==> config.mk <==
export PLATFORM = sky130hd
export DESIGN_NAME = ltd_tamper_detector
export DESIGN_NICKNAME = d
export VERILOG_FILES = /design/src/inc/ltd_pkg.sv /design/src/core/ltd_excursion_cnt.sv /design/src/core/ltd_period_timer.sv /design/src/core/ltd_tamper_detector.sv
export SDC_FILE = /design/constraint.sdc
export NUM_CORES = 1
export LEC_CHECK = 0
export BUFFER_PORTS_ARGS = -buffer_cell sky130_fd_sc_hd__buf_2
export CAP_MARGIN = 20
export CORE_MARGIN = 2
export CORE_UTILIZATION = 57
export CTS_BUF_LIST = sky130_fd_sc_hd__clkbuf_2
export DETAILED_ROUTE_END_ITERATION = 12
export PLACE_DENSITY = 0.88
export SYNTH_ARGS = -nofsm -noshare
export SYNTH_HDL_FRONTEND = slang
export SYNTH_SLANG_ARGS = --single-unit
==> constraint.sdc <==
create_clock -name clk_i -period 3.53 [get_ports clk_i]
set_input_delay 0.706 -clock clk_i [delete_from_list [all_inputs] [get_ports clk_i]]
set_output_delay 0.706 -clock clk_i [all_outputs]
set_load 0.05 [all_outputs]
==> src/inc/ltd_pkg.sv <==
// Constants, types and a helper function for the low-power tamper detector
package ltd_pkg;

  // Widths
  localparam int SAMPLE_W   = 16;
  localparam int NUM_PHASES = 3;
  localparam int CNT_W      = 8;
  localparam int FIELD_W    = 5;
  localparam int TGT_W      = 6;
  localparam int DATA_W     = 8;
  localparam int ADDR_W     = 16;

  // Register offsets and reset values
  localparam logic [ADDR_W-1:0] ADDR_THRESH_PERIOD = 16'hec00;
  localparam logic [ADDR_W-1:0] ADDR_RETAINED      = 16'hec01;
  localparam logic [DATA_W-1:0] THRESH_PERIOD_RST  = 8'h00;
  localparam logic [DATA_W-1:0] RETAINED_RST       = 8'h00;

  // Field positions
  localparam int PERIOD_LSB         = 3;
  localparam int PERIOD_MSB         = 7;
  localparam int THR_LSB            = 0;
  localparam int THR_MSB            = 2;
  localparam int NO_TAMPER_DIS_BIT  = 2;

  // Threshold select codes and their peak levels in gain-one sample codes
  localparam logic [2:0] THR_71MV   = 3'h0;
  localparam logic [2:0] THR_1MV    = 3'h3;
  localparam logic [2:0] THR_0471MV = 3'h7;
  localparam logic signed [SAMPLE_W-1:0] LVL_71MV     = 16'sh19b5;
  localparam logic signed [SAMPLE_W-1:0] LVL_1MV      = 16'sh005d;
  localparam logic signed [SAMPLE_W-1:0] LVL_0471MV   = 16'sh002c;
  localparam logic signed [SAMPLE_W-1:0] LVL_RESERVED = 16'sh7fff;

  // Period offsets in 20 ms units, and the hit-count offset in excursions
  localparam logic [TGT_W-1:0] DUAL_PERIOD_OFS   = 6'h0a;
  localparam logic [TGT_W-1:0] SINGLE_PERIOD_OFS = 6'h01;
  localparam logic [TGT_W-1:0] HIT_OFS           = 6'h01;

  // Period unit timing
  localparam int UNIT_TIME_NS    = 20000000;
  localparam int CLK_PERIOD_NS   = 10;
  localparam int UNIT_CYCLES_DEF = UNIT_TIME_NS / CLK_PERIOD_NS;

  // Mode pin encodings {hi, lo}
  localparam logic [1:0] MODE_MEAN  = 2'h0;
  localparam logic [1:0] MODE_FULL  = 2'h1;
  localparam logic [1:0] MODE_WATCH = 2'h2;
  localparam logic [1:0] MODE_SLEEP = 2'h3;

  typedef enum logic [1:0] {ST_OFF, ST_MEASURE, ST_DONE} ltd_state_type;

  typedef struct packed {
    logic              cs;
    logic              we;
    logic [ADDR_W-1:0] addr;
    logic [DATA_W-1:0] wdata;
  } ltd_reg_req_type;

  typedef struct packed {
    logic signed [SAMPLE_W-1:0] phase_c_pos_input;
    logic signed [SAMPLE_W-1:0] phase_b_pos_input;
    logic signed [SAMPLE_W-1:0] phase_a_pos_input;
  } ltd_phase_samples_type;

  // Threshold code to peak level; reserved codes never trip
  function automatic logic signed [SAMPLE_W-1:0] ltd_level(input logic [2:0] code);
    case (code)
      THR_71MV:   ltd_level = LVL_71MV;
      THR_1MV:    ltd_level = LVL_1MV;
      THR_0471MV: ltd_level = LVL_0471MV;
      default:    ltd_level = LVL_RESERVED;
    endcase
  endfunction

endpackage

==> src/core/ltd_excursion_cnt.sv <==
// Per-phase peak comparator and excursion counter
`timescale 1ns/10ps
module ltd_excursion_cnt
  import ltd_pkg::*;
(
  input  wire logic                       clk_i,
  input  wire logic                       rst_b_i,
  input  wire logic                       clr_i,
  input  wire logic                       sample_valid_i,
  input  wire logic signed [SAMPLE_W-1:0] sample_i,
  input  wire logic signed [SAMPLE_W-1:0] level_i,
  output logic         [CNT_W-1:0]        count_o
);

  logic             above_r;
  logic [CNT_W-1:0] count_r;

  // Peak comparison on the positive terminal sample only
  always_ff @(posedge clk_i) begin
    if (!rst_b_i || clr_i) begin
      above_r <= 1'b0;
    end else if (sample_valid_i) begin
      above_r <= (sample_i > level_i);
    end
  end

  // One count per rising excursion, saturating
  always_ff @(posedge clk_i) begin
    if (!rst_b_i || clr_i) begin
      count_r <= '0;
    end else if (sample_valid_i && (sample_i > level_i) && !above_r && (count_r != '1)) begin
      count_r <= count_r + CNT_W'(1);
    end
  end

  assign count_o = count_r;

  a_count_single_step: assert property (@(posedge clk_i) disable iff (!rst_b_i)
    !clr_i |=> (count_r == $past(count_r)) || (count_r == $past(count_r) + CNT_W'(1)))
    else $error("excursion counter moved by more than one");

endmodule

==> src/core/ltd_period_timer.sv <==
// Measurement period timer counting 20 ms units
`timescale 1ns/10ps
module ltd_period_timer
  import ltd_pkg::*;
#(
  parameter int unsigned UNIT_CYCLES = UNIT_CYCLES_DEF
)(
  input  wire logic             clk_i,
  input  wire logic             rst_b_i,
  input  wire logic             run_i,
  input  wire logic [TGT_W-1:0] target_i,
  output logic                  reached_o
);

  logic [31:0]      tick_r;
  logic [TGT_W-1:0] units_r;

  // Cycle prescaler and unit counter, both cleared while idle
  always_ff @(posedge clk_i) begin
    if (!rst_b_i || !run_i) begin
      tick_r  <= '0;
      units_r <= '0;
    end else if (tick_r == 32'(UNIT_CYCLES - 1)) begin
      tick_r <= '0;
      if (units_r != '1) begin
        units_r <= units_r + TGT_W'(1);
      end
    end else begin
      tick_r <= tick_r + 32'd1;
    end
  end

  assign reached_o = run_i && (units_r >= target_i);

endmodule

==> src/core/ltd_tamper_detector.sv <==
// Low-power tamper detector: mode decode, registers, measurement and pins
`timescale 1ns/10ps
module ltd_tamper_detector
  import ltd_pkg::*;
#(
  parameter int unsigned PERIOD_UNIT_CYCLES = UNIT_CYCLES_DEF
)(
  input  wire logic                  clk_i,
  input  wire logic                  rst_b_i,
  input  wire logic                  mode_select_hi_i,
  input  wire logic                  mode_select_lo_i,
  input  wire ltd_reg_req_type       reg_req_i,
  output logic [DATA_W-1:0]          reg_rdata_o,
  input  wire logic                  sample_valid_i,
  input  wire ltd_phase_samples_type phase_samples_i,
  output logic                       tamper_irq_n_o,
  output logic                       no_tamper_irq_n_o
);

  logic [1:0]                 mode_sel;
  logic                       in_full;
  logic                       in_watch;
  logic                       in_sleep;
  logic [DATA_W-1:0]          tamper_threshold_period_r;
  logic [DATA_W-1:0]          retained_options_r;
  logic                       tamper_only_r;
  logic [DATA_W-1:0]          reg_rdata_r;
  logic [DATA_W-1:0]          rdata_nxt;
  ltd_state_type              state_r;
  ltd_state_type              state_nxt;
  logic [FIELD_W-1:0]         period_count_field;
  logic [2:0]                 threshold_select_field;
  logic signed [SAMPLE_W-1:0] level;
  logic [TGT_W-1:0]           period_target;
  logic [CNT_W-1:0]           hit_target;
  logic                       period_done;
  logic                       counters_clr;
  logic                       timer_run;
  logic [NUM_PHASES-1:0]      phase_hit;
  logic                       any_hit;
  logic                       tamper_irq_n_r;
  logic                       no_tamper_irq_n_r;
  logic                       finish_tamper;
  logic                       finish_outage;
  logic signed [SAMPLE_W-1:0] samples [NUM_PHASES];
  logic [CNT_W-1:0]           counts  [NUM_PHASES];
  logic [31:0]                meas_cycles_r;

  // Power mode decode from the two mode pins
  assign mode_sel = {mode_select_hi_i, mode_select_lo_i};
  assign in_full  = (mode_sel == MODE_FULL);
  assign in_watch = (mode_sel == MODE_WATCH);
  assign in_sleep = (mode_sel == MODE_SLEEP);

  // Register fields
  assign period_count_field     = tamper_threshold_period_r[PERIOD_MSB:PERIOD_LSB];
  assign threshold_select_field = tamper_threshold_period_r[THR_MSB:THR_LSB];

  // Threshold write; survives every mode change, only reset clears it
  always_ff @(posedge clk_i) begin
    if (!rst_b_i) begin
      tamper_threshold_period_r <= THRESH_PERIOD_RST;
    end else if (reg_req_i.cs && reg_req_i.we && in_full &&
                 reg_req_i.addr == ADDR_THRESH_PERIOD) begin
      tamper_threshold_period_r <= reg_req_i.wdata;
    end
  end

  // Option register write; retained like the threshold register
  always_ff @(posedge clk_i) begin
    if (!rst_b_i) begin
      retained_options_r <= RETAINED_RST;
    end else if (reg_req_i.cs && reg_req_i.we && in_full &&
                 reg_req_i.addr == ADDR_RETAINED) begin
      retained_options_r <= reg_req_i.wdata;
    end
  end

  // Sub-mode: set by writing the disable bit, back to dual-pin after sleep
  always_ff @(posedge clk_i) begin
    if (!rst_b_i) begin
      tamper_only_r <= 1'b0;
    end else if (in_sleep) begin
      tamper_only_r <= 1'b0;
    end else if (reg_req_i.cs && reg_req_i.we && in_full &&
                 reg_req_i.addr == ADDR_RETAINED) begin
      tamper_only_r <= reg_req_i.wdata[NO_TAMPER_DIS_BIT];
    end
  end

  // Read mux; port is dead outside full operation, unmapped reads zero
  always_comb begin
    rdata_nxt = '0;
    if (reg_req_i.cs && !reg_req_i.we && in_full) begin
      case (reg_req_i.addr)
        ADDR_THRESH_PERIOD: rdata_nxt = tamper_threshold_period_r;
        ADDR_RETAINED:      rdata_nxt = retained_options_r;
        default:            rdata_nxt = '0;
      endcase
    end
  end

  // Read data register, valid the cycle after the request
  always_ff @(posedge clk_i) begin
    if (!rst_b_i) begin
      reg_rdata_r <= '0;
    end else begin
      reg_rdata_r <= rdata_nxt;
    end
  end

  assign reg_rdata_o = reg_rdata_r;

  // Threshold level, in gain-one sample codes
  assign level = ltd_level(threshold_select_field);

  // Period length and hit target
  assign period_target = tamper_only_r ?
                         TGT_W'(period_count_field) + SINGLE_PERIOD_OFS :
                         TGT_W'(period_count_field) + DUAL_PERIOD_OFS;
  assign hit_target    = CNT_W'(period_count_field) + CNT_W'(HIT_OFS);

  // Counters cleared while outside the measurement; they run through done
  assign counters_clr = (state_r == ST_OFF);
  assign timer_run    = (state_r != ST_OFF);

  // Phase sample unpacking
  assign samples[0] = phase_samples_i.phase_a_pos_input;
  assign samples[1] = phase_samples_i.phase_b_pos_input;
  assign samples[2] = phase_samples_i.phase_c_pos_input;

  // One excursion counter per phase
  generate
    for (genvar p = 0; p < NUM_PHASES; p++) begin : g_phase
      ltd_excursion_cnt u_exc (
        .clk_i          (clk_i),
        .rst_b_i        (rst_b_i),
        .clr_i          (counters_clr),
        .sample_valid_i (sample_valid_i),
        .sample_i       (samples[p]),
        .level_i        (level),
        .count_o        (counts[p])
      );
      assign phase_hit[p] = (counts[p] >= hit_target);
    end
  endgenerate

  assign any_hit = |phase_hit;

  // Measurement period timer
  ltd_period_timer #(
    .UNIT_CYCLES (PERIOD_UNIT_CYCLES)
  ) u_timer (
    .clk_i     (clk_i),
    .rst_b_i   (rst_b_i),
    .run_i     (timer_run),
    .target_i  (period_target),
    .reached_o (period_done)
  );

  // Outcome at end of period; tamper-only keeps checking after it
  assign finish_tamper = (state_r == ST_MEASURE) && in_watch && period_done && any_hit;
  assign finish_outage = (state_r == ST_MEASURE) && in_watch && period_done && !any_hit &&
                         !tamper_only_r;

  // Measurement sequence
  always_comb begin
    state_nxt = state_r;
    case (state_r)
      ST_OFF: begin
        if (in_watch) begin
          state_nxt = ST_MEASURE;
        end
      end
      ST_MEASURE: begin
        if (!in_watch) begin
          state_nxt = ST_OFF;
        end else if (finish_tamper || finish_outage) begin
          state_nxt = ST_DONE;
        end
      end
      ST_DONE: begin
        if (!in_watch) begin
          state_nxt = ST_OFF;
        end
      end
      default: state_nxt = ST_OFF;
    endcase
  end

  // State register
  always_ff @(posedge clk_i) begin
    if (!rst_b_i) begin
      state_r <= ST_OFF;
    end else begin
      state_r <= state_nxt;
    end
  end

  // Tamper pin: low from the verdict until the mode is left
  always_ff @(posedge clk_i) begin
    if (!rst_b_i || !in_watch) begin
      tamper_irq_n_r <= 1'b1;
    end else if (finish_tamper) begin
      tamper_irq_n_r <= 1'b0;
    end
  end

  // No-tamper pin: dual-pin sub-mode only
  always_ff @(posedge clk_i) begin
    if (!rst_b_i || !in_watch) begin
      no_tamper_irq_n_r <= 1'b1;
    end else if (finish_outage) begin
      no_tamper_irq_n_r <= 1'b0;
    end
  end

  assign tamper_irq_n_o    = tamper_irq_n_r;
  assign no_tamper_irq_n_o = no_tamper_irq_n_r;

  // Cycles spent measuring since entry; check helper only, drives no output.
  // Cleared while off so every new entry starts a fresh period count.
  always_ff @(posedge clk_i) begin
    if (!rst_b_i || (state_r == ST_OFF)) begin
      meas_cycles_r <= '0;
    end else if (state_r == ST_MEASURE) begin
      meas_cycles_r <= meas_cycles_r + 32'd1;
    end
  end

  // Checks
  a_reset_field_zero: assert property (@(posedge clk_i)
    !rst_b_i |=> (tamper_threshold_period_r == THRESH_PERIOD_RST) && !tamper_only_r)
    else $error("period field not zero after reset");

  a_port_off_write: assert property (@(posedge clk_i) disable iff (!rst_b_i)
    (reg_req_i.cs && reg_req_i.we && !in_full) |=>
      $stable(tamper_threshold_period_r) && $stable(retained_options_r))
    else $error("register changed outside full operation");

  a_port_off_read: assert property (@(posedge clk_i) disable iff (!rst_b_i)
    !in_full |=> (reg_rdata_o == '0))
    else $error("read data returned outside full operation");

  a_tamper_verdict: assert property (@(posedge clk_i) disable iff (!rst_b_i)
    ((state_r == ST_MEASURE) && in_watch && period_done && any_hit) ##1 in_watch |->
      !tamper_irq_n_o && no_tamper_irq_n_o && (state_r == ST_DONE))
    else $error("tamper pin not driven on hit");

  a_outage_verdict: assert property (@(posedge clk_i) disable iff (!rst_b_i)
    ((state_r == ST_MEASURE) && in_watch && period_done && !any_hit && !tamper_only_r) ##1 in_watch |->
      !no_tamper_irq_n_o && tamper_irq_n_o)
    else $error("no-tamper pin not driven on outage");

  a_pins_exclusive: assert property (@(posedge clk_i) disable iff (!rst_b_i)
    tamper_irq_n_o || no_tamper_irq_n_o)
    else $error("both interrupt pins low");

  a_single_pin_only: assert property (@(posedge clk_i) disable iff (!rst_b_i)
    tamper_only_r |-> no_tamper_irq_n_o)
    else $error("no-tamper pin driven in tamper-only sub-mode");

  a_pin_held_low: assert property (@(posedge clk_i) disable iff (!rst_b_i)
    (!tamper_irq_n_o && in_watch) ##1 in_watch |-> !tamper_irq_n_o)
    else $error("tamper pin released while still in watch mode");

  a_pin_release: assert property (@(posedge clk_i) disable iff (!rst_b_i)
    !in_watch |=> tamper_irq_n_o && no_tamper_irq_n_o)
    else $error("pin still low after leaving watch mode");

  a_sleep_default: assert property (@(posedge clk_i) disable iff (!rst_b_i)
    in_sleep ##1 in_watch[*2] |-> !tamper_only_r)
    else $error("sub-mode not back to default after sleep");

  a_entry_clears: assert property (@(posedge clk_i) disable iff (!rst_b_i)
    (state_r == ST_OFF) |=> (counts[0] == '0) && (counts[1] == '0) && (counts[2] == '0))
    else $error("phase counters not cleared on entry");

  a_period_dual: assert property (@(posedge clk_i) disable iff (!rst_b_i)
    (!tamper_only_r && (period_count_field == 5'h02)) |-> (period_target == 6'h0c))
    else $error("dual-pin period length wrong");

  // Period timing checks, worked out from the field and the unit length
  a_period_length: assert property (@(posedge clk_i) disable iff (!rst_b_i)
    ((state_r == ST_MEASURE) && (state_nxt == ST_DONE) && !tamper_only_r) |->
      (meas_cycles_r == (32'(period_count_field) + 32'(DUAL_PERIOD_OFS)) * 32'(PERIOD_UNIT_CYCLES)))
    else $error("dual-pin measurement period has wrong length");

  a_single_min_wait: assert property (@(posedge clk_i) disable iff (!rst_b_i)
    ((state_r == ST_MEASURE) && (state_nxt == ST_DONE) && tamper_only_r) |->
      (meas_cycles_r >= (32'(period_count_field) + 32'(SINGLE_PERIOD_OFS)) * 32'(PERIOD_UNIT_CYCLES)))
    else $error("tamper-only verdict before the minimum wait");

  a_no_early_verdict: assert property (@(posedge clk_i) disable iff (!rst_b_i)
    !period_done |=> tamper_irq_n_o && no_tamper_irq_n_o)
    else $error("interrupt pin driven before the period ended");

  // Register retention and sub-mode selection
  a_field_retained: assert property (@(posedge clk_i) disable iff (!rst_b_i)
    !(reg_req_i.cs && reg_req_i.we && in_full) |=>
      $stable(tamper_threshold_period_r) && $stable(retained_options_r))
    else $error("retained register changed without a write");

  a_sub_mode_write: assert property (@(posedge clk_i) disable iff (!rst_b_i)
    (reg_req_i.cs && reg_req_i.we && in_full && (reg_req_i.addr == ADDR_RETAINED)) |=>
      (tamper_only_r == retained_options_r[NO_TAMPER_DIS_BIT]))
    else $error("sub-mode does not follow the pin disable bit");

  c_tamper_seen: cover property (@(posedge clk_i) disable iff (!rst_b_i)
    $fell(tamper_irq_n_o) && !tamper_only_r);

  c_outage_seen: cover property (@(posedge clk_i) disable iff (!rst_b_i)
    $fell(no_tamper_irq_n_o));

  c_single_tamper: cover property (@(posedge clk_i) disable iff (!rst_b_i)
    $fell(tamper_irq_n_o) && tamper_only_r);

  c_sleep_return: cover property (@(posedge clk_i) disable iff (!rst_b_i)
    in_sleep ##1 in_watch);

  c_write_refused: cover property (@(posedge clk_i) disable iff (!rst_b_i)
    reg_req_i.cs && reg_req_i.we && !in_full);

endmodule

## Yosys cells after proc, flatten, opt, wreduce, memory -nomap -nowiden

Cells that the tools add are included.

| word-level totals | value |
|---|---|
| register bits | 94 |
| logic and storage cells | 99 |

| operators by class | value |
|---|---|
| add/subtract/negate cells | 8 |
| order comparisons | 7 |
| equality and inequality tests | 17 |
| multiplexer cells | 8 |
| bitwise gates (word level) | 1 |
| reductions and logical operators | 43 |

Operators with widths:

| kind | count |
|---|---|
| $gt A16 B16 Y1 | 3 |
| $pmux W15 S3 | 1 |
| $add A32 B1 Y32 const B | 1 |
| $eq A16 B16 Y1 const B | 2 |
| $eq A32 B21 Y1 const B | 1 |
| $add A8 B1 Y8 const B | 3 |
| $ge A8 B6 Y1 | 3 |
| $ne A8 B8 Y1 const B | 3 |
| $logic_and A1 B1 Y1 | 21 |
| $pmux W8 S2 | 1 |
| $add A5 B1 Y6 const B | 2 |
| $logic_not A1 Y1 | 9 |
| $mux W2 | 4 |
| $add A5 B4 Y6 const B | 1 |
| $add A6 B1 Y6 const B | 1 |
| $eq A2 B2 Y1 const B | 3 |
| $ge A6 B6 Y1 | 1 |
| $mux W6 | 1 |
| $ne A6 B6 Y1 const B | 1 |
| $pmux W2 S3 | 1 |
| $eq A2 B1 Y1 const B | 2 |
| $logic_or A1 B1 Y1 | 4 |
| $ne A2 B2 Y1 const B | 2 |
| $reduce_and A2 Y1 | 2 |
| other kinds (10) | 11 |

## Depth between registers and ports, before layout

Gate-level depths: netlist of the first run.

| logic depth | value |
|---|---|
| word-level depth | 11 |
| gate-level depth with buffers | 12 |
| depth with buffers taken out | 11 |

## Cells and area by module

From an unflattened synthesis of the first run, not the netlist that was laid out.

| unflattened totals | value |
|---|---|
| cell total of the unflattened synthesis | 806 |
| area total of the unflattened synthesis | 6695.2 um2 |

By module, submodules not included:

| module | instances | cells each | area each (um2) | sequential area each (um2) |
|---|---|---|---|---|
| ltd_excursion_cnt | 3 | 123 | 972.2 | 180.2 |
| ltd_period_timer | 1 | 227 | 2055.7 | 760.7 |
| ltd_tamper_detector | 1 | 210 | 1722.9 | 580.6 |

## Worst setup path after synthesis of the first run

No wires, ideal clock.

| timing | value |
|---|---|
| kind | reg-to-reg |
| start point | register tamper_threshold_period_r[2] |
| end point | register g_phase[0].u_exc.count_r[2] |
| data arrival time | 2.655 ns |
| path slack | 0.759 ns |
| cell stages (with the launch flop) | 11 |
| buffers on the path | 1 |
| clock period less this slack | 2.771 ns |
| cells stage by stage | dfxtp_1 -> or3_1 -> nand2_1 -> ha_1 -> nand4b_4 -> nor4_2 -> or4_4 -> a211oi_2 -> buf_6 -> a21oi_1 -> a31o_2 |

| on the way | value |
|---|---|
| cells in the longest elaborated chain, start to end | 6 |
| elaborated cells on any way between the ends | 8 |
| those cells by class | order compare: 1; eq/ne: 2; mux: 1; reduce/logical: 4 |

RTL lines:

| what | RTL line | source |
|---|---|---|
| start: declaration | ltd_tamper_detector.sv:24 | `logic [DATA_W-1:0] tamper_threshold_period_r;` |
| start signal: assignment | ltd_tamper_detector.sv:65 | `tamper_threshold_period_r <= reg_req_i.wdata;` |
| $eq A3 B3 Y1 (tied with other cells) | ltd_pkg.sv:68 | `case (code)` |
| $pmux W15 S3 (*) | ltd_pkg.sv:68 |  |
| $gt A16 B16 Y1 (*) | ltd_excursion_cnt.sv:31 | `end else if (sample_valid_i && (sample_i > level_i) && !above_r && (count_r != '1)) begin` |
| $logic_and A1 B1 Y1 (*) (3 in series) | ltd_excursion_cnt.sv:31 |  |
| end signal: assignment | ltd_excursion_cnt.sv:32 | `count_r <= count_r + CNT_W'(1);` |
| end: declaration | ltd_excursion_cnt.sv:16 | `logic [CNT_W-1:0] count_r;` |

Mark *: on every way between the ends. The rest lies on a longest branch, timed or not.
A chain may end at the register's enable or synchronous reset.

## Worst setup path in the final report of the first run

| timing | value |
|---|---|
| start point | register tamper_threshold_period_r[2] |
| end point | register g_phase[2].u_exc.count_r[3] |

| on the way | value |
|---|---|
| cells in the longest elaborated chain, start to end | 6 |
| elaborated cells on any way between the ends | 8 |
| those cells by class | order compare: 1; eq/ne: 2; mux: 1; reduce/logical: 4 |

RTL lines:

| what | RTL line |
|---|---|
| $eq A3 B3 Y1 (tied with other cells) | ltd_pkg.sv:68 |
| $pmux W15 S3 (*) | ltd_pkg.sv:68 |
| $gt A16 B16 Y1 (*) | ltd_excursion_cnt.sv:31 |
| $logic_and A1 B1 Y1 (*) (3 in series) | ltd_excursion_cnt.sv:31 |
| end signal: assignment | ltd_excursion_cnt.sv:32 |
| end: declaration | ltd_excursion_cnt.sv:16 |

Marked as above.

==> out/qor.yml, run 1 <==
run_status:
  status: "complete, no violations"
global_route:
  overflow: 0
  grt_pass1_vias: 5341
  grt_usage_pct: 24.3
  met1_usage_pct: 26.8
  grt.busiest_layer: "met2"
  grt_use_met2_pct: 45.2
  met3_usage_pct: 4.99
  grt_max_degree: 31
  grt_first_pass_wirelength_um: 22500
  antenna_found_initial: 0
floorplanning:
  die_w_um: 105
  dieHeight_um: 105
  dieArea_um2: 11000
  fp-row-count: 36
  ioPinCount: 89
  initial_utilization_pct: 58.9
  core_area_um2: 9820
clock_network:
  cts_setup_buffers: 0
  cts_root_buf: "clkbuf_2"
  clockBufferDepth: 2
  numClockSinks: 94
  cts_tree: "yes"
  clkTransAtPathRegs_ps: 260
  htree_levels: 3
  cts_buffers: 9
  insertion_delay_ps: 590
sta:
  layout_min_cycle_time_ps: 3260
  slew_headroom_pct: 61.1
  worstMarginPinSlew_ps: 581
  drv_slew: 0
  max_freq_mhz: 307
  final-hold-violation-count: 0
  rsz0062_at_grt: "no"
  tns_ps: 0
  period_share_pct: 92.2
  clock_skew_ps: 32.0
  setup_viol: 0
  fin_ws_ps: 274
yosys:
  async_reset_ff_share_pct: 0
  synth_nets: 812
  syn_inst: 660
  synth.cell_area_um2: 5780
  synth-main-ff-cell: "dfxtp_1"
  ys_seq_area_share_pct: 32.6
  synth-edff-count: 0
  syn_avg_cell_area_um2: 8.76
  synth.distinct_cells: 66
  ys_ff_latch: 94
  yosys_warnings: 0
placed_design:
  place_congestion: 0.818
  placed_cell_area_um2: 6370
  port_buffers: 88
  dpl.hpwl_um: 10200
  dp_slack_ps: 338
route:
  ant_nets: 0
  drt_iter0_drc: 263
  viasPerCell: 5.87
  routed_wl_um: 13300
  first_pass_iters: 5
  wl_per_cell_um: 15.0
  vias: 5208
  drcViolationCount: 0
cells_and_area:
  mostFrequentLayoutCells: "dfxtp_1, nor2_1, buf_2, ha_1, nand2_1"
  final_util_pct: 66.5
  diodes: 0
  stdcell_area_um2: 6530
  layout_commonest_cell: "dfxtp_1"
  nFillCells: 804
  layout.nets: 901
  syn2layout_area_growth_pct: 13.0
  drive_gt1_share_pct: 17.1
power:
  power_density_nw_per_um2: 280
  peakVddDrop_mv: 0.233
  total_power_mw: 1.83
  p_leak_nw: 2.76
critical_path:
  endpoint_kind: "flop"
  reg2reg_slack_ps: 270
  crit_type: "reg2reg"
  arrival_ps: 3790
  crit_required_ps: 4070
  crit_fanout: 15
  worstSetupStartpointType: "flop"
worst_hold_path:
  hold_path.class: "in2reg"
run:
  maxCapViolCount: 0
Yosys cell counts (9+ instances only):
master | count | area (um^2)
a211oi_1 | 12 | 90.1
a21oi_1 | 31 | 155
and3_1 | 14 | 87.6
clkbuf_1 | 9 | 33.8
dfxtp_1 | 94 | 1880
ha_1 | 73 | 913
inv_1 | 23 | 86.3
mux2i_1 | 27 | 270
nand2_1 | 36 | 135
nand3_1 | 32 | 160
nand4_1 | 24 | 150
nor2_1 | 92 | 345
o21ai_0 | 25 | 125
or3_1 | 13 | 81.3
xnor2_1 | 12 | 105
xor2_1 | 31 | 272
what timing repair did:
action                     4_1_cts  5_1_grt
resized for setup                0        1
setup endpoints to repair        0        5
hold buffers                     0        0
worst max-delay path, stage by stage, from the launching register on:
cell      delay (ps)
dfxtp_1          400
or3_1            420
nand2_1          470
ha_1             370
and4b_1          240
a221oi_1         270
o21ai_0          240
o211ai_4         410
o21ai_0          180
a21oi_1          190
area by class of cell:
class                           instances  area (um^2)  area share, %
Multi-Input combinational cell        525         3730           57.2
Sequential cell                        94         1880           28.8
Timing Repair Buffer                   95          517           7.91
Tap cell                              133          166           2.55
Clock inverter                          7         97.6           1.49
Inverter                               24         90.1           1.38
Clock buffer                            9         45.0          0.690
worst paths after layout:
| kind | start | end | cells past startpoint |
|---|---|---|---|
| worst max-delay path | tamper_threshold_period_r[2] | g_phase[2].u_exc.count_o[3] | 9 |
| worst min-delay path | mode_select_hi_i | tamper_only_r | 2 |
| worst max register to register | tamper_threshold_period_r[2] | g_phase[2].u_exc.count_o[3] | 9 |
| worst min register to register | u_timer.tick_r[0] | u_timer.tick_r[0] | 1 |
stage by stage:
stage	std cells	hold slack, ps
floorplan	660	418
global placement	869	426
detailed placement	870	441
CTS	886	274
global route	887	237
finish	887	295
power breakdown:
| group | total [mW] | switching (mW) | leakage (nW) | internal [mW] |
|---|---|---|---|---|
| clock | 0.613 | 0.376 | 0.0801 | 0.237 |
| sequential | 1.07 | 0.00130 | 0.757 | 1.07 |
| combinational | 0.150 | 0.0779 | 1.93 | 0.0725 |
| total | 1.83 | 0.456 | 2.76 | 1.38 |
logic make-up after synthesis:
family / synth area share, %
muxes: 4.68
adders and majority gates: 15.8
xor gates and xnor gates: 6.52
DFF: 32.6
AOI/OAI and AO/OA: 12.8
and+or+nand+nor: 24.6
buffers and inverters: 2.99
sequential cells by signal, summed over array words and instances, names as in the netlist:
register                   count
tamper_irq_n_o                 1
u_timer.tick_r                32
g_phase.u_exc.count_o         24
tamper_only_r                  1
no_tamper_irq_n_o              1
state_r                        2
retained_options_r             8
u_timer.units_r                6
tamper_threshold_period_r      8
reg_rdata_o                    8
g_phase.u_exc.above_r          3
per-layer routing:
layer,share of wire [%],wire [um],up-vias
met4,2.4,322,0
li1,-,-,2574
met3,4.7,630,36
met5,0,0,-
met1,42,5540,2450
met2,51,6770,148
(Power assumes the default switching activity.)
==> run 2: changes to the inputs <==
--- a/config.mk
+++ b/config.mk
@@ -11,6 +11,7 @@
 export CORE_UTILIZATION = 57
 export CTS_BUF_LIST = sky130_fd_sc_hd__clkbuf_2
 export DETAILED_ROUTE_END_ITERATION = 12
+export MAX_ROUTING_LAYER = met4
 export PLACE_DENSITY = 0.88
 export SYNTH_ARGS = -nofsm -noshare
 export SYNTH_HDL_FRONTEND = slang
==> run 2 against run 1 <==
  * Setup slack about the same
  * Cell area unchanged
  * Register-to-register slack hardly changed
  * First-iteration DRC count is 2.7% higher
  * Critical path depth stayed put
  * Utilization did not move
==> out/qor.yml, run 2 (synthesis gave the netlist of run 1 again) <==
run_status:
  status: "complete, no violations"
sta:
  period_share_pct: 92.2  # about the same
  final-hold-violation-count: 0  # unchanged
  worstMarginPinSlew_ps: 585  # +3.77 ps
  rsz0062_at_grt: "no"
  max_freq_mhz: 307  # about the same
  clock_skew_ps: 32.8  # +0.804 ps
  slew_headroom_pct: 60.9  # -0.25 points
  layout_min_cycle_time_ps: 3260  # -0.442 ps
  setup_viol: 0  # unchanged
  drv_slew: 0  # unchanged
  tns_ps: 0  # unchanged
cells_and_area:
  layout_commonest_cell: "dfxtp_1"
  diodes: 0  # unchanged
  drive_gt1_share_pct: 17.1  # unchanged
  nFillCells: 804  # unchanged
  layout.nets: 901  # unchanged
  largest_register_ffs: 32  # unchanged
  mostFrequentLayoutCells: "dfxtp_1, nor2_1, buf_2, ha_1, nand2_1"
  stdcell_count: 887  # unchanged
  syn2layout_area_growth_pct: 13.0  # unchanged
  stdcell_area_um2: 6530  # unchanged
  largest_register: "u_timer.tick_r"
power:
  p_switching_mw: 0.455  # -0.14%
  p_leak_nw: 2.76  # unchanged
  p_seq_share_pct: 58.3  # about the same
  power_density_nw_per_um2: 280  # about the same
  p_int_mw: 1.38  # about the same
  swShare_pct: 24.9  # -0.027 points
  p_comb_share_pct: 8.2  # about the same
  pwr-share-clk_pct: 33.5  # about the same
  peakVddDrop_mv: 0.234  # +0.14%
placed_design:
  place_congestion: 0.830  # +1.5%
  placed_cell_area_um2: 6370  # unchanged
  port_buffers: 88  # unchanged
  post-place-cells: 870  # unchanged
  dpl.hpwl_um: 10200  # unchanged
critical_path:
  crit_fanout: 15  # unchanged
  crit_type: "reg2reg"
  crit_required_ps: 4070  # about the same
  endpoint_kind: "flop"
  worstReg2RegEnd: "g_phase[2].u_exc.count_o[3]"
  reg2reg_slack_ps: 270  # about the same
  startpoint: "tamper_threshold_period_r[2]"
  arrival_ps: 3790  # about the same
  r2r-start: "tamper_threshold_period_r[2]"
  rr_worst_depth: 9  # unchanged
  worstSetupStartpointType: "flop"
run:
  maxCapViolCount: 0  # unchanged
clock_network:
  cts_buffers: 9  # unchanged
  cts_tree: "yes"
  cts_root_buf: "clkbuf_2"
  insertion_delay_ps: 580  # about the same
  clockBufferDepth: 2  # unchanged
  clkTransAtPathRegs_ps: 260  # about the same
  cts_setup_buffers: 0  # unchanged
  htree_levels: 3  # unchanged
  hold_buffers: 0  # unchanged
  numClockSinks: 94  # unchanged
route:
  wl_per_cell_um: 14.9  # -0.12%
  vias: 5206  # -0.038%
  viasPerCell: 5.87  # about the same
  ant_nets: 0  # unchanged
  drcViolationCount: 0  # unchanged
  drt_iter0_drc: 270  # +2.7%
  first_pass_iters: 5  # unchanged
  routed_wl_um: 13300  # -0.12%
worst_hold_path:
  hold_path.class: "in2reg"
  min-delay-start: "mode_select_hi_i"
  min_to: "tamper_only_r"
  hold_depth: 2  # unchanged
global_route:
  grt_use_met2_pct: 45.2  # unchanged
  antenna_found_initial: 0  # unchanged
  grt_pass1_vias: 5340  # -0.019%
  grt.busiest_layer: "met2"
  overflow: 0  # unchanged
  grt_usage_pct: 25.0  # +0.68 points
  met3_usage_pct: 4.80  # -0.19 points
  met1_usage_pct: 26.8  # +0.077 points
  grt_max_degree: 31  # unchanged
  grt_first_pass_wirelength_um: 22500  # about the same
floorplanning:
  dieArea_um2: 11000  # unchanged
  ioPinCount: 89  # unchanged
  initial_utilization_pct: 58.9  # unchanged
  die_w_um: 105  # unchanged
  fp-row-count: 36  # unchanged
  core_area_um2: 9820  # unchanged
  dieHeight_um: 105  # unchanged
## run 2: cell counts in the layout (fill, tap and decap cells not counted)
Identical to the previous run, type by type.
## run 2: worst max path at each step
stage | to | cells after the start
after floorplan | g_phase[0].u_exc.count_o[2] | 10
after global placement | g_phase[2].u_exc.count_o[6] | 9
after global routing | g_phase[2].u_exc.count_o[3] | 9
after CTS | g_phase[2].u_exc.count_o[3] | 9
final | g_phase[2].u_exc.count_o[3] | 9
after detailed placement | g_phase[2].u_exc.count_o[6] | 9
## run 2: repair_timing
item                                   4_1_cts  5_1_grt
gates resized for setup                      0        1
endpoints found under the hold margin        0        0
setup endpoints to repair                    0        6
## run 2: power by group through the flow
stage	Clock, mW	Combinational (mW)	Sequential (mW)
6_report	0.613	0.150	1.07
3_3_place_gp	0	0.135	1.09
4_1_cts	0.625	0.147	1.07
3_5_place_dp	0	0.146	1.09
2_1_floorplan	0	0.0772	1.09
5_1_grt	0.670	0.168	1.07
## run 2: worst max-delay path: stages (launching register included)
cell	delay [ps]
dfxtp_1	400
or3_1	420
nand2_1	470
ha_1	370
and4b_1	240
a221oi_1	270
o21ai_0	240
o211ai_4	420
o21ai_0	180
a21oi_1	190
## run 2: through the flow
stage	utilization, %	hold WS (ps)	setup WS, ps	power (mW)
after floorplan	-	418	759	1.16
after global placement	64.6	426	490	1.22
after detailed placement	64.9	441	338	1.23
after CTS	66.3	274	269	1.84
after global routing	66.5	243	15.0	1.91
final	66.5	301	274	1.83
## run 2: area by class of cell
| cell class | instances | area, um^2 | area share, % |
|---|---|---|---|
| multi-input cells | 525 | 3730 | 57.2 |
| flip-flops and latches | 94 | 1880 | 28.8 |
| repair buffers | 95 | 517 | 7.91 |
| well taps | 133 | 166 | 2.55 |
| clock inverters | 7 | 97.6 | 1.49 |
| inverters | 24 | 90.1 | 1.38 |
| clock buffers | 9 | 45.0 | 0.690 |
## run 2: layer usage
metal  vias up  share of wire (%)  routed length [um]
met5         -                  0                   0
li1       2577                  -                   -
met2       148                 51                6810
met1      2449                 42                5560
met3        32                4.6                 609
met4         0                2.1                 274
